$ cat config.mk
export PLATFORM = sky130hd
export DESIGN_NAME = door_driver_output_control
export DESIGN_NICKNAME = d
export VERILOG_FILES = /design/src/design/door_ctrl_pkg.sv /design/src/design/door_driver_output_control.sv /design/src/design/lamp_pwm_channel.sv
export SDC_FILE = /design/constraint.sdc
export NUM_CORES = 1
export LEC_CHECK = 0
export BUFFER_PORTS_ARGS = -buffer_cell sky130_fd_sc_hd__buf_2
export CAP_MARGIN = 30
export CORE_ASPECT_RATIO = 0.7
export CORE_UTILIZATION = 59
export DETAILED_ROUTE_END_ITERATION = 10
export GPL_ROUTABILITY_DRIVEN = 1
export PLACE_DENSITY = 0.84
export RECOVER_POWER = 25
export SETUP_SLACK_MARGIN = 0.1
export SLEW_MARGIN = 10
export SYNTH_ARGS = -nofsm -noshare
export SYNTH_HDL_FRONTEND = slang
export SYNTH_SLANG_ARGS = --single-unit
$ cat constraint.sdc
create_clock -name mclk -period 2.5 [get_ports mclk]
set_input_delay 0.125 -clock mclk [delete_from_list [all_inputs] [get_ports mclk]]
set_output_delay 0.125 -clock mclk [all_outputs]
set_load 0.02 [all_outputs]
$ cat src/design/door_ctrl_pkg.sv
// Constants, types and timing figures shared by the door driver output control block
// Overview of operation
// - Thermal warning and shutdown detections filtered 10 to 100 us before flags set
// - Serial port ready within 30 us after logic supply undervoltage release
// - Chip select rise with active bit clear disables drivers within 300 us
// - Internal PWM frequency select picks 170 Hz when 0, 225 Hz when 1
// - Internal PWM duty comes from a 7-bit value per lamp output
// - Source select defaults external; set routes internal generator to lamp outputs
// - Fixed PWM input per output; lamps alternate inputs under external source
// - On state is combined with assigned PWM only when PWM enable set
// - Supply low makes all outputs high impedance and sets both supply flags
// - Combined flag set on overcurrent, supply overvoltage or supply undervoltage
// - Recovery bit 0: outputs restore automatically once supply is normal
// - Recovery bit 1: outputs stay off until host clears the status flags
// - Charge pump oscillator off in standby, starts when active bit written 1
// - Control and status contents kept through supply loss while logic powered
package door_ctrl_pkg;

	// ----------------------------------------------------------------
	// Clock and timing
	// ----------------------------------------------------------------
	localparam int CLK_MHZ        = 200;
	localparam int CLK_HZ         = 200_000_000;
	localparam int SYNC_LAT       = 4;
	localparam int T_FILT_US      = 10;
	localparam int T_FILT_MAX_US  = 100;
	localparam int FILT_CYC       = T_FILT_US * CLK_MHZ;
	localparam int FILT_W         = $clog2(FILT_CYC + 1);
	localparam int T_READY_US     = 30;
	localparam int READY_CYC      = T_READY_US * CLK_MHZ - SYNC_LAT;
	localparam int T_ACT_TYP_US   = 170;
	localparam int T_ACT_MAX_US   = 440;
	localparam int ACT_CYC        = T_ACT_TYP_US * CLK_MHZ;
	localparam int T_DEACT_MAX_US = 300;

	// ----------------------------------------------------------------
	// Output and PWM layout
	// ----------------------------------------------------------------
	localparam int N_OUT        = 11;
	localparam int N_LAMP       = 4;
	localparam int LAMP_FIRST   = 6;
	localparam int DUTY_W       = 7;
	localparam int PWM_STEPS    = 128;
	localparam int PWM_LO_HZ    = 170;
	localparam int PWM_HI_HZ    = 225;
	localparam int STEP_LO_CYC  = CLK_HZ / (PWM_LO_HZ * PWM_STEPS);
	localparam int STEP_HI_CYC  = CLK_HZ / (PWM_HI_HZ * PWM_STEPS);
	// Bit set: output follows the shared sense/PWM pin under the external source
	localparam logic [N_OUT-1:0] ROUTE_SHARED = 11'h290;
	// Bit set: output may take the internal generator
	localparam logic [N_OUT-1:0] ROUTE_LAMP   = 11'h3c0;

	// ----------------------------------------------------------------
	// Synchroniser bit positions
	// ----------------------------------------------------------------
	localparam int SY_CSB   = 0;
	localparam int SY_PWM_INPUT_ONE  = 1;
	localparam int SY_PWM2  = 2;
	localparam int SY_VSUV  = 3;
	localparam int SY_VSOV  = 4;
	localparam int SY_OC    = 5;
	localparam int SY_TW    = 6;
	localparam int SY_TSD   = 7;
	localparam int SY_VCCOK = 8;
	localparam int SY_N     = 9;
	localparam logic [SY_N-1:0] SYNC_RST = 9'h001;
	localparam int TH_WARN  = 0;
	localparam int TH_SHUT  = 1;

	typedef enum logic [2:0] {
		MODE_STANDBY  = 3'h1,
		MODE_STARTING = 3'h2,
		MODE_ACTIVE   = 3'h4
	} mode_t;

endpackage

$ cat src/design/door_driver_output_control.sv
// Output control, mode sequencing, supply lockout and thermal filtering
module door_driver_output_control
	import door_ctrl_pkg::*;
#(
	parameter int READY_DLY = READY_CYC,
	parameter int ACT_DLY   = ACT_CYC,
	parameter int PWM_LO    = STEP_LO_CYC,
	parameter int PWM_HI    = STEP_HI_CYC
) (
	input  wire logic                     mclk,                        // System clock
	input  wire logic                     reset,                       // Synchronous reset
	input  wire logic                     spi_csb,                     // Chip select pin
	input  wire logic                     pwm_input_one,               // First PWM pin
	input  wire logic                     sense_pwm_shared_pin,        // Shared sense/PWM pin
	input  wire logic                     vs_undervoltage,             // Supply low comparator
	input  wire logic                     vs_overvoltage,              // Supply high comparator
	input  wire logic                     overcurrent,                 // Any overcurrent
	input  wire logic                     thermal_warning_raw,         // Warning comparator
	input  wire logic                     thermal_shutdown_raw,        // Shutdown comparator
	input  wire logic                     vcc_good,                    // Logic supply released
	input  wire logic                     active_mode_select,          // Mode bit, 1 active
	input  wire logic                     internal_pwm_source_select,  // 1 internal generator
	input  wire logic [N_LAMP-1:0]        pwm_frequency_select,        // Per lamp rate
	input  wire logic [N_LAMP*DUTY_W-1:0] pwm_duty_value,              // Per lamp duty
	input  wire logic [N_OUT-1:0]         output_pwm_enable,           // Per output PWM on
	input  wire logic [N_OUT-1:0]         output_on_state,             // Programmed on state
	input  wire logic                     supply_fault_recovery_mode,  // 1 latched recovery
	input  wire logic                     status_clear,                // Clear flags pulse
	output logic [N_OUT-1:0]              output_drive,                // Driver command
	output logic                          output_hiz,                  // All stages off
	output logic                          chargepump_output,           // Pump oscillator on
	output logic                          spi_ready,                   // Serial port usable
	output logic                          supply_or_overcurrent_flag,  // Combined flag
	output logic                          supply_low_flag,             // Supply low flag
	output logic                          thermal_warning_flag,        // Filtered warning
	output logic                          thermal_shutdown_flag        // Filtered shutdown
);

	localparam int RDY_W = $clog2(READY_DLY + 1);
	localparam int ACT_W = $clog2(ACT_DLY + 1);

	// ----------------------------------------------------------------
	// Input synchronisers
	// ----------------------------------------------------------------
	logic [SY_N-1:0] async_in;
	logic [SY_N-1:0] s1_q;
	logic [SY_N-1:0] s2_q;
	logic [SY_N-1:0] s3_q;
	logic [SY_N-1:0] clean_q;

	assign async_in = {vcc_good, thermal_shutdown_raw, thermal_warning_raw, overcurrent,
		vs_overvoltage, vs_undervoltage, sense_pwm_shared_pin, pwm_input_one, spi_csb};

	always_ff @(posedge mclk) begin
		if (reset) begin
			s1_q <= SYNC_RST;
			s2_q <= SYNC_RST;
			s3_q <= SYNC_RST;
		end else begin
			s1_q <= async_in;
			s2_q <= s1_q;
			s3_q <= s2_q;
		end
	end

	logic csb_prev_q;
	logic csb_rise;

	// A bit moves only once the second and third stage agree
	always_ff @(posedge mclk) begin
		if (reset) begin
			clean_q    <= SYNC_RST;
			csb_prev_q <= 1'b1;
		end else begin
			clean_q    <= (s2_q & s3_q) | (clean_q & (s2_q | s3_q));
			csb_prev_q <= clean_q[SY_CSB];
		end
	end

	assign csb_rise = clean_q[SY_CSB] & ~csb_prev_q;

	// ----------------------------------------------------------------
	// Serial port ready after logic supply release
	// ----------------------------------------------------------------
	logic [RDY_W-1:0] rdy_cnt_q;

	always_ff @(posedge mclk) begin
		if (reset || !clean_q[SY_VCCOK]) begin
			rdy_cnt_q <= '0;
			spi_ready <= 1'b0;
		end else if (rdy_cnt_q == RDY_W'(READY_DLY - 1)) begin
			spi_ready <= 1'b1;
		end else begin
			rdy_cnt_q <= rdy_cnt_q + RDY_W'(1);
		end
	end

	// ----------------------------------------------------------------
	// Mode sequencing
	// ----------------------------------------------------------------
	mode_t            mode_q;
	logic [ACT_W-1:0] act_cnt_q;

	always_ff @(posedge mclk) begin
		if (reset) begin
			mode_q <= MODE_STANDBY;
		end else begin
			unique case (mode_q)
				MODE_STANDBY: begin
					if (csb_rise && active_mode_select) begin
						mode_q <= MODE_STARTING;
					end
				end
				MODE_STARTING: begin
					if (csb_rise && !active_mode_select) begin
						mode_q <= MODE_STANDBY;
					end else if (act_cnt_q == ACT_W'(ACT_DLY - 1)) begin
						mode_q <= MODE_ACTIVE;
					end
				end
				MODE_ACTIVE: begin
					if (csb_rise && !active_mode_select) begin
						mode_q <= MODE_STANDBY;
					end
				end
			endcase
		end
	end

	always_ff @(posedge mclk) begin
		if (reset || mode_q != MODE_STARTING) begin
			act_cnt_q <= '0;
		end else begin
			act_cnt_q <= act_cnt_q + ACT_W'(1);
		end
	end

	// Oscillator follows the bit itself so the pump charges during the start delay
	always_ff @(posedge mclk) begin
		if (reset) begin
			chargepump_output <= 1'b0;
		end else begin
			chargepump_output <= active_mode_select;
		end
	end

	// ----------------------------------------------------------------
	// Supply lockout and flags
	// ----------------------------------------------------------------
	// Flags clear only by reset or host, never by supply loss itself
	logic lock_q;
	logic vs_low;

	assign vs_low = clean_q[SY_VSUV];

	always_ff @(posedge mclk) begin
		if (reset) begin
			lock_q <= 1'b0;
		end else if (vs_low) begin
			lock_q <= 1'b1;
		end else if (!supply_fault_recovery_mode) begin
			lock_q <= 1'b0;
		end else if (status_clear) begin
			lock_q <= 1'b0;
		end
	end

	// Set wins over a clear in the same cycle
	always_ff @(posedge mclk) begin
		if (reset) begin
			supply_low_flag            <= 1'b0;
			supply_or_overcurrent_flag <= 1'b0;
		end else begin
			supply_low_flag            <= vs_low | (supply_low_flag & ~status_clear);
			supply_or_overcurrent_flag <= vs_low | clean_q[SY_VSOV] | clean_q[SY_OC]
				| (supply_or_overcurrent_flag & ~status_clear);
		end
	end

	// ----------------------------------------------------------------
	// Thermal filters
	// ----------------------------------------------------------------
	logic [1:0]        th_raw;
	logic [FILT_W-1:0] th_cnt_q [2];
	logic [1:0]        th_hit;

	assign th_raw = {clean_q[SY_TSD], clean_q[SY_TW]};

	always_ff @(posedge mclk) begin
		for (int i = 0; i < 2; i++) begin
			if (reset || !th_raw[i]) begin
				th_cnt_q[i] <= '0;
			end else if (th_cnt_q[i] != FILT_W'(FILT_CYC - 1)) begin
				th_cnt_q[i] <= th_cnt_q[i] + FILT_W'(1);
			end
		end
	end

	assign th_hit[TH_WARN] = th_raw[TH_WARN] && th_cnt_q[TH_WARN] == FILT_W'(FILT_CYC - 1);
	assign th_hit[TH_SHUT] = th_raw[TH_SHUT] && th_cnt_q[TH_SHUT] == FILT_W'(FILT_CYC - 1);

	always_ff @(posedge mclk) begin
		if (reset) begin
			thermal_warning_flag  <= 1'b0;
			thermal_shutdown_flag <= 1'b0;
		end else begin
			thermal_warning_flag  <= th_hit[TH_WARN]
				| (thermal_warning_flag & ~status_clear);
			thermal_shutdown_flag <= th_hit[TH_SHUT]
				| (thermal_shutdown_flag & ~status_clear);
		end
	end

	// ----------------------------------------------------------------
	// PWM sources and output mixing
	// ----------------------------------------------------------------
	logic [N_LAMP-1:0] gen_pwm;
	logic [N_OUT-1:0]  pwm_sig;
	logic              drivers_on;

	for (genvar g = 0; g < N_LAMP; g++) begin : g_lamp
		lamp_pwm_channel #(
			.STEP_LO (PWM_LO),
			.STEP_HI (PWM_HI)
		) u_pwm (
			.mclk     (mclk),
			.reset    (reset),
			.freq_sel (pwm_frequency_select[g]),
			.duty     (pwm_duty_value[g*DUTY_W +: DUTY_W]),
			.pwm_out  (gen_pwm[g])
		);
	end

	// Shared pin is taken as plain logic; sensing must not load it
	always_comb begin
		for (int i = 0; i < N_OUT; i++) begin
			pwm_sig[i] = ROUTE_SHARED[i] ? clean_q[SY_PWM2] : clean_q[SY_PWM_INPUT_ONE];
		end
		for (int g = 0; g < N_LAMP; g++) begin
			if (ROUTE_LAMP[LAMP_FIRST + g] && internal_pwm_source_select) begin
				pwm_sig[LAMP_FIRST + g] = gen_pwm[g];
			end
		end
	end

	assign drivers_on = (mode_q == MODE_ACTIVE) && !lock_q && !vs_low;

	always_ff @(posedge mclk) begin
		if (reset) begin
			output_drive <= '0;
			output_hiz   <= 1'b1;
		end else begin
			output_hiz   <= ~drivers_on;
			output_drive <= drivers_on ? (output_on_state
				& (pwm_sig | ~output_pwm_enable)) : '0;
		end
	end
endmodule // door_driver_output_control

$ cat src/design/lamp_pwm_channel.sv
// Internal PWM generator for one lamp output
module lamp_pwm_channel
	import door_ctrl_pkg::*;
#(
	parameter int STEP_LO = STEP_LO_CYC,
	parameter int STEP_HI = STEP_HI_CYC
) (
	input  wire logic              mclk,     // System clock
	input  wire logic              reset,    // Synchronous reset
	input  wire logic              freq_sel, // 0 low rate, 1 high rate
	input  wire logic [DUTY_W-1:0] duty,     // On steps per period
	output logic                   pwm_out   // Generated PWM
);

	localparam int PW = $clog2(STEP_LO + 1);

	logic [PW-1:0]     pre_q;
	logic              step_q;
	logic [DUTY_W-1:0] phase_q;

	// Step enable: period divided into 128 steps of the chosen rate
	always_ff @(posedge mclk) begin
		if (reset) begin
			pre_q  <= '0;
			step_q <= 1'b0;
		end else if (pre_q == '0) begin
			pre_q  <= freq_sel ? PW'(STEP_HI - 1) : PW'(STEP_LO - 1);
			step_q <= 1'b1;
		end else begin
			pre_q  <= pre_q - PW'(1);
			step_q <= 1'b0;
		end
	end

	// Phase wraps at 128, so every period starts afresh
	always_ff @(posedge mclk) begin
		if (reset) begin
			phase_q <= '0;
		end else if (step_q) begin
			phase_q <= phase_q + DUTY_W'(1);
		end
	end

	always_ff @(posedge mclk) begin
		if (reset) begin
			pwm_out <= 1'b0;
		end else begin
			pwm_out <= (phase_q < duty);
		end
	end

endmodule // lamp_pwm_channel

* Word level (Yosys, flattened, before mapping)
Memories as Yosys holds them, arrays and structs flattened. Index checks and enable logic that the tools add are counted. Widths: inputs -> output; s select.
Storage, ports and cells: memories 1, memory bits (writable) 22, bits of input ports 69, register bits 180, output and inout port bits 18
Memories:
- th_cnt_q | words 2, width 11, rd ports 2, clocked after Yosys merged registers in 0, write ports 2, RTL line door_driver_output_control.sv:184 | logic [FILT_W-1:0] th_cnt_q [2];
Cells by class: eq/ne operators 14, bitwise operators 23, add/subtract/negate cells 12, reduce and logical (&&, ||, !) cells 22, mux-type cells 36, $lt $le $gt $ge 4
Operators with widths (count):
- $mux 14 | 8
- $logic_not 14->1 | 4
- $sub 14x1->14 const B | 4
- $add 7x1->7 const B | 4
- $lt 7x7->1 | 4
- $add 11x1->11 const B | 2
- $eq 11x11->1 const B | 2
- $mux 11 | 2
- $ne 11x11->1 const B | 2
- $mux 1 | 21
- $and 9x9->9 | 2
- $or 9x9->9 | 2
- $add 16x1->16 const B | 1
- $eq 16x16->1 const B | 1
- $add 13x1->13 const B | 1
- $eq 13x13->1 const B | 1
- $mux 3 | 4
- $and 11x11->11 | 1
- $not 11->11 | 1
- $or 11x11->11 | 1
- $pmux 3 s3 | 1
- $or 1x1->1 | 8
- $logic_and 1x1->1 | 6
- $logic_not 1->1 | 6
- other kinds (12) | 22

* Longest topological paths before layout
depth in word-level cells 5, gate-level depth with buffers 6, gate-level depth less buffers 6

* Cells and area by module
From an unflattened synthesis, not the netlist that was laid out.
Second synthesis, totals: cells, all modules 973, area total of the unflattened synthesis 9162.5 µm²
By module, submodules not included:
- lamp_pwm_channel | instances 4, cells each 132, area an instance 1216.2 µm²
- door_driver_output_control | instances 1, cells each 445, area an instance 4297.9 µm²

* Worst setup path after synthesis
Ideal clock, no wire load.
path kind reg-to-reg, start point register rdy_cnt_q[0], end point register rdy_cnt_q[1], clock period less this slack 1.878 ns, required time 2.372 ns, cell stages (with the launch flop) 7, setup slack 0.622 ns, data arrival time 1.750 ns, cells stage by stage dfxtp_1 ha_1 or4bb_1 or4_1 clkbuf_1 mux2i_1 nor2_1
On the way: cells in the longest elaborated chain, start to end 1, elaborated cells on any way between the ends 2, classes of those cells 1 x add/sub; 1 x eq/ne
RTL lines:
- start, declared | RTL line door_driver_output_control.sv:85 | logic [RDY_W-1:0] rdy_cnt_q;
- start signal, assigned | RTL line door_driver_output_control.sv:94 | rdy_cnt_q <= rdy_cnt_q + RDY_W'(1);
- $add 13x1->13 / $eq 13x13->1 (equally long branches) | RTL line door_driver_output_control.sv:94, door_driver_output_control.sv:91
Parallel ways exist; a longest one is shown, timed or not. A chain may end at the register's enable or synchronous reset.

* Final worst setup path
start point register mode_q[2], end point register output_drive[9]
On the way: cells in the longest elaborated chain, start to end 5
RTL lines:
- start, declared | RTL line door_driver_output_control.sv:101 | mode_t mode_q;
- start signal, assigned | RTL line door_driver_output_control.sv:106 | mode_q <= MODE_STANDBY;
- start signal, assigned | RTL line door_driver_output_control.sv:111 | mode_q <= MODE_STARTING;
- start signal, assigned | RTL line door_driver_output_control.sv:116 | mode_q <= MODE_STANDBY;
- $eq 3x3->1 | RTL line door_driver_output_control.sv:246 | assign drivers_on = (mode_q == MODE_ACTIVE) && !lock_q && !vs_low;
- $logic_and 1x1->1 (2 in series) | RTL line door_driver_output_control.sv:246
- $not 1->1
- $reduce_or 2->1 (no line)
- end signal, assigned | RTL line door_driver_output_control.sv:254 | output_drive <= drivers_on ? (output_on_state
- end, declared | RTL line door_driver_output_control.sv:29 | output logic [N_OUT-1:0] output_drive,
No other way between the ends.

==> summary.md <==
| Metric | Value |
|---|---|
| Status | `complete, no violations` |
| WL/cell | `13.4 um` |
| Worst flop-to-flop path endpoint | `output_drive[9]$_SDFF_PP0_` |
| DR pass1 iterations | `4` |
| Sw frac | `0.310` |
| Synthesized area per cell | `9.25 um2` |
| CTS root buffer | `clkbuf_16` |
| Vias | `6,967` |
| Min Hold Slack | `0.0139 ns` |
| Fin. max-slew vios | `0` |
| Post-Route Skew | `0.0158 ns` |
| Layout overhead on the synthesized area | `18.1%` |
| CTS Sinks | `202` |
| Tot GR Track Use | `0.232` |
| Fmax | `469 MHz` |
| Least-Margin Pin Slew | `1.43 ns` |
| Pwr/cell area | `888 nW/um2` |
| Initial Utilization | `0.604` |
| Drt first-iter violations | `396` |
| IO Port Bufs | `86` |
| Internal power | `6.42 mW` |
| Logic pwr share | `0.263` |
| Asr flop ratio synth | `0` |
| Leak | `4.19 nW` |
| Share of cells above drive strength 1 | `0.127` |
| I/O pin total | `87` |
| Endpoints failing setup | `0` |
| Cells on Worst Hold Path | `4` |
| RSZ-0062 raised after global routing | `no` |
| Register area share after synthesis | `0.481` |
| Overflow after GRT | `0` |
| Cell variety after synth | `55` |
| Max-cap violations | `0` |
| Number of enable flip-flop cells after synthesis | `22` |
| CP max FO | `9` |
| H-tree Lvls | `1` |
| Sequential Power Share | `0.440` |
| Synthesized cell area | `8870 um2` |
| Die W | `149 um` |
| NumNets Final | `1,197` |
| Critical path required time | `2.93 ns` |
| Global-route wire length before repair | `30.1 mm` |
| Cell depth of the worst flop-to-flop path | `4` |
| Post-route DRC | `0` |
| Critical path launch point type | `flop` |
| Via density per instance | `5.38` |
| Drt total wl | `17.4 mm` |
| Vias in the first global route | `6,699` |
| N_diodes | `0` |
| R2R Setup Slk | `0.37 ns` |
| Final ANT Viol Nets | `0` |
| Min-Delay Endpoint | `g_lamp[0].u_pwm.pwm_out$_SDFF_PP0_` |
| Slew headroom | `0.0479` |
| CORE AREA | `14,700 um2` |
| Die Y | `105 um` |
| Cts bufs inserted | `19` |
| Clk Latency, worst-skew pair | `0.49 ns` |
| Setup_tns | `0 ns` |
| Switching power of the nets | `2.88 mW` |
| Largest net degree at the start of global routing | `73` |
| Final period util | `0.852` |
| FF+latch count, synth | `202` |
| Fin crit period | `2.13 ns` |
| Kind of critical path | `flop to flop` |
| Final hold vios | `0` |
| Clock network power share | `0.297` |
| Clk pin slew, worst setup/hold paths | `0.06 ns` |
| Mapped Cells | `959` |
| Die ar. | `15,500 um2` |
| Clock Path Buffers | `3` |
| Initial antenna violation count | `0` |
| Detailed placement HPWL | `11.6 mm` |
| Gpl congestion | `0.852` |
| Hold_sp | `pwm_duty_value[5]` |
| Crit end category | `flop` |
| Max VDD drop | `0.693 mV` |
| Reg-to-reg critical path startpoint | `mode_q[2]$_SDFFE_PP0P_` |
| Ys Warns | `0` |
| Post-Syn Nets | `1,068` |
| CTS tree | `done` |
| Most used DFF post-synth | `dfxtp_1` |
| Hold Path Class | `input pin to flop` |
| FP Rows | `37` |
| CP arrival | `2.56 ns` |
-- cells by family after synthesis --
| kind of cell | after synthesis | share of synthesized area |
|---|---|---|
| flops | 202 | 0.481 |
| simple gates | 372 | 0.221 |
| fa+ha+maj | 40 | 0.0564 |
| compound gates | 160 | 0.104 |
| mux | 8 | 0.00903 |
| xor+xnor | 94 | 0.0928 |
| buf+inv | 83 | 0.0363 |
-- power by group through the flow --
stage	sequential [mW]	combinational [mW]	clock, mW
CTS	4.08	2.44	2.80
detailed placement	4.15	2.36	0
global route	4.14	2.74	2.95
finish	4.09	2.45	2.76
floorplan	4.05	1.88	0
global placement	4.13	2.28	0
-- timing repair --
action / in CTS / in global routing
setup endpoints to repair: 0 / 2
hold buffers: 37 / 0
setup buffers: 0 / 0
endpoints found under the hold margin: 27 / 0
resized for setup: 0 / 1
-- layer usage --
metal  vias up  part of all wire  GRT usage  wire length, um
li1       3594                 -          -                -
met1      3218              0.49      0.312             8480
met2       124              0.46      0.392             8020
met5         -                 0          0                0
met3        31             0.034     0.0336              596
met4         0             0.018     0.0523              315
-- cell usage in the layout (no fill, tap or decap), types with 4 or more instances in the layout --
master,synthesis,routed
a211o_1,5,5
a21o_1,7,7
a21oi_1,77,77
a311oi_1,4,4
a31oi_1,14,14
and3_1,7,7
buf_2,2,80
buf_4,0,9
clkbuf_1,13,12
clkbuf_16,0,19
dfxtp_1,180,180
dlygate4sd3_1,0,37
edfxtp_1,22,22
ha_1,40,40
inv_1,58,58
mux2i_1,8,8
nand2_1,58,58
nand2b_1,10,10
nand3_1,33,33
nand3b_1,6,6
nand4_1,22,22
nor2_1,111,111
nor2b_1,26,26
nor3_1,28,28
nor4_1,17,17
o21ai_0,41,41
or2_2,7,7
or3_1,15,15
or4_1,6,6
xnor2_1,51,51
xor2_1,43,43
-- per-stage QoR --
stage	area [um2]	std cells	setup slack (ns)	utilization	total power [mW]
floorplan	8870	959	0.622	-	5.94
global placement	9510	1225	0.513	0.648	6.41
detailed placement	9510	1225	0.433	0.648	6.51
CTS	10500	1295	0.201	0.714	9.32
global route	10500	1295	0.230	0.714	9.84
finish	10500	1295	0.369	0.714	9.30
-- worst max path at each step --
stage,startpoint,end,slack [ns],cells past startpoint
global route,th_cnt_q[0][0]$_SDFFCE_PN0P_,th_cnt_q[0][1]$_SDFFCE_PN0P_,0.23,4
detailed placement,mode_q[2]$_SDFFE_PP0P_,output_drive[3]$_SDFF_PP0_,0.43,4
global placement,g_lamp[0].u_pwm.pre_q[4]$_SDFF_PP0_,g_lamp[0].u_pwm.pre_q[12]$_SDFF_PP0_,0.51,4
finish,mode_q[2]$_SDFFE_PP0P_,output_drive[9]$_SDFF_PP0_,0.37,4
CTS,mode_q[2]$_SDFFE_PP0P_,output_drive[9]$_SDFF_PP0_,0.20,4
floorplan,rdy_cnt_q[0]$_SDFFE_PP0P_,rdy_cnt_q[1]$_SDFFE_PP0P_,0.62,6
-- flip-flops by register name, indices dropped and copies added, names as in the netlist, 3 cells and up --
register              count
g_lamp.u_pwm.pre_q       56
g_lamp.u_pwm.phase_q     28
th_cnt_q                 22
act_cnt_q                16
rdy_cnt_q                13
output_drive             11
clean_q                   9
s1_q                      9
s2_q                      9
s3_q                      9
g_lamp.u_pwm.pwm_out      4
g_lamp.u_pwm.step_q       4
mode_q                    3
-- final cells by class --
type / instances / area (um2)
Multi-Input combinational cell: 674 / 4290
Inverter: 59 / 221
Tap cell: 195 / 244
Clock buffer: 29 / 543
Fill cell: 1068 / 4200
Timing Repair Buffer: 132 / 862
Clock inverter: 4 / 48.8
Sequential cell: 202 / 4260
-- critical path, cell delays in order, from the launching register on --
cell           delay [ns]
dfxtp_1              0.46
or3b_2               0.52
nor4_4               0.32
and3_1               0.23
dlygate4sd3_1        0.54
-- cell usage after synthesis (8+ instances only) --
cell type	instances	area, um2
xor2_1	43	377
nor3_1	28	140
inv_1	58	218
nand2_1	58	218
xnor2_1	51	447
buf_1	8	30.0
nand2b_1	10	62.6
a31oi_1	14	87.6
clkbuf_1	13	48.8
nand3_1	33	165
nand4_1	22	138
or3_1	15	93.8
mux2i_1	8	80.1
a21oi_1	77	385
edfxtp_1	22	661
o21ai_0	41	205
dfxtp_1	180	3600
nor4_1	17	106
nor2b_1	26	163
ha_1	40	500
nor2_1	111	417
Power figures use the tool's default switching activity.
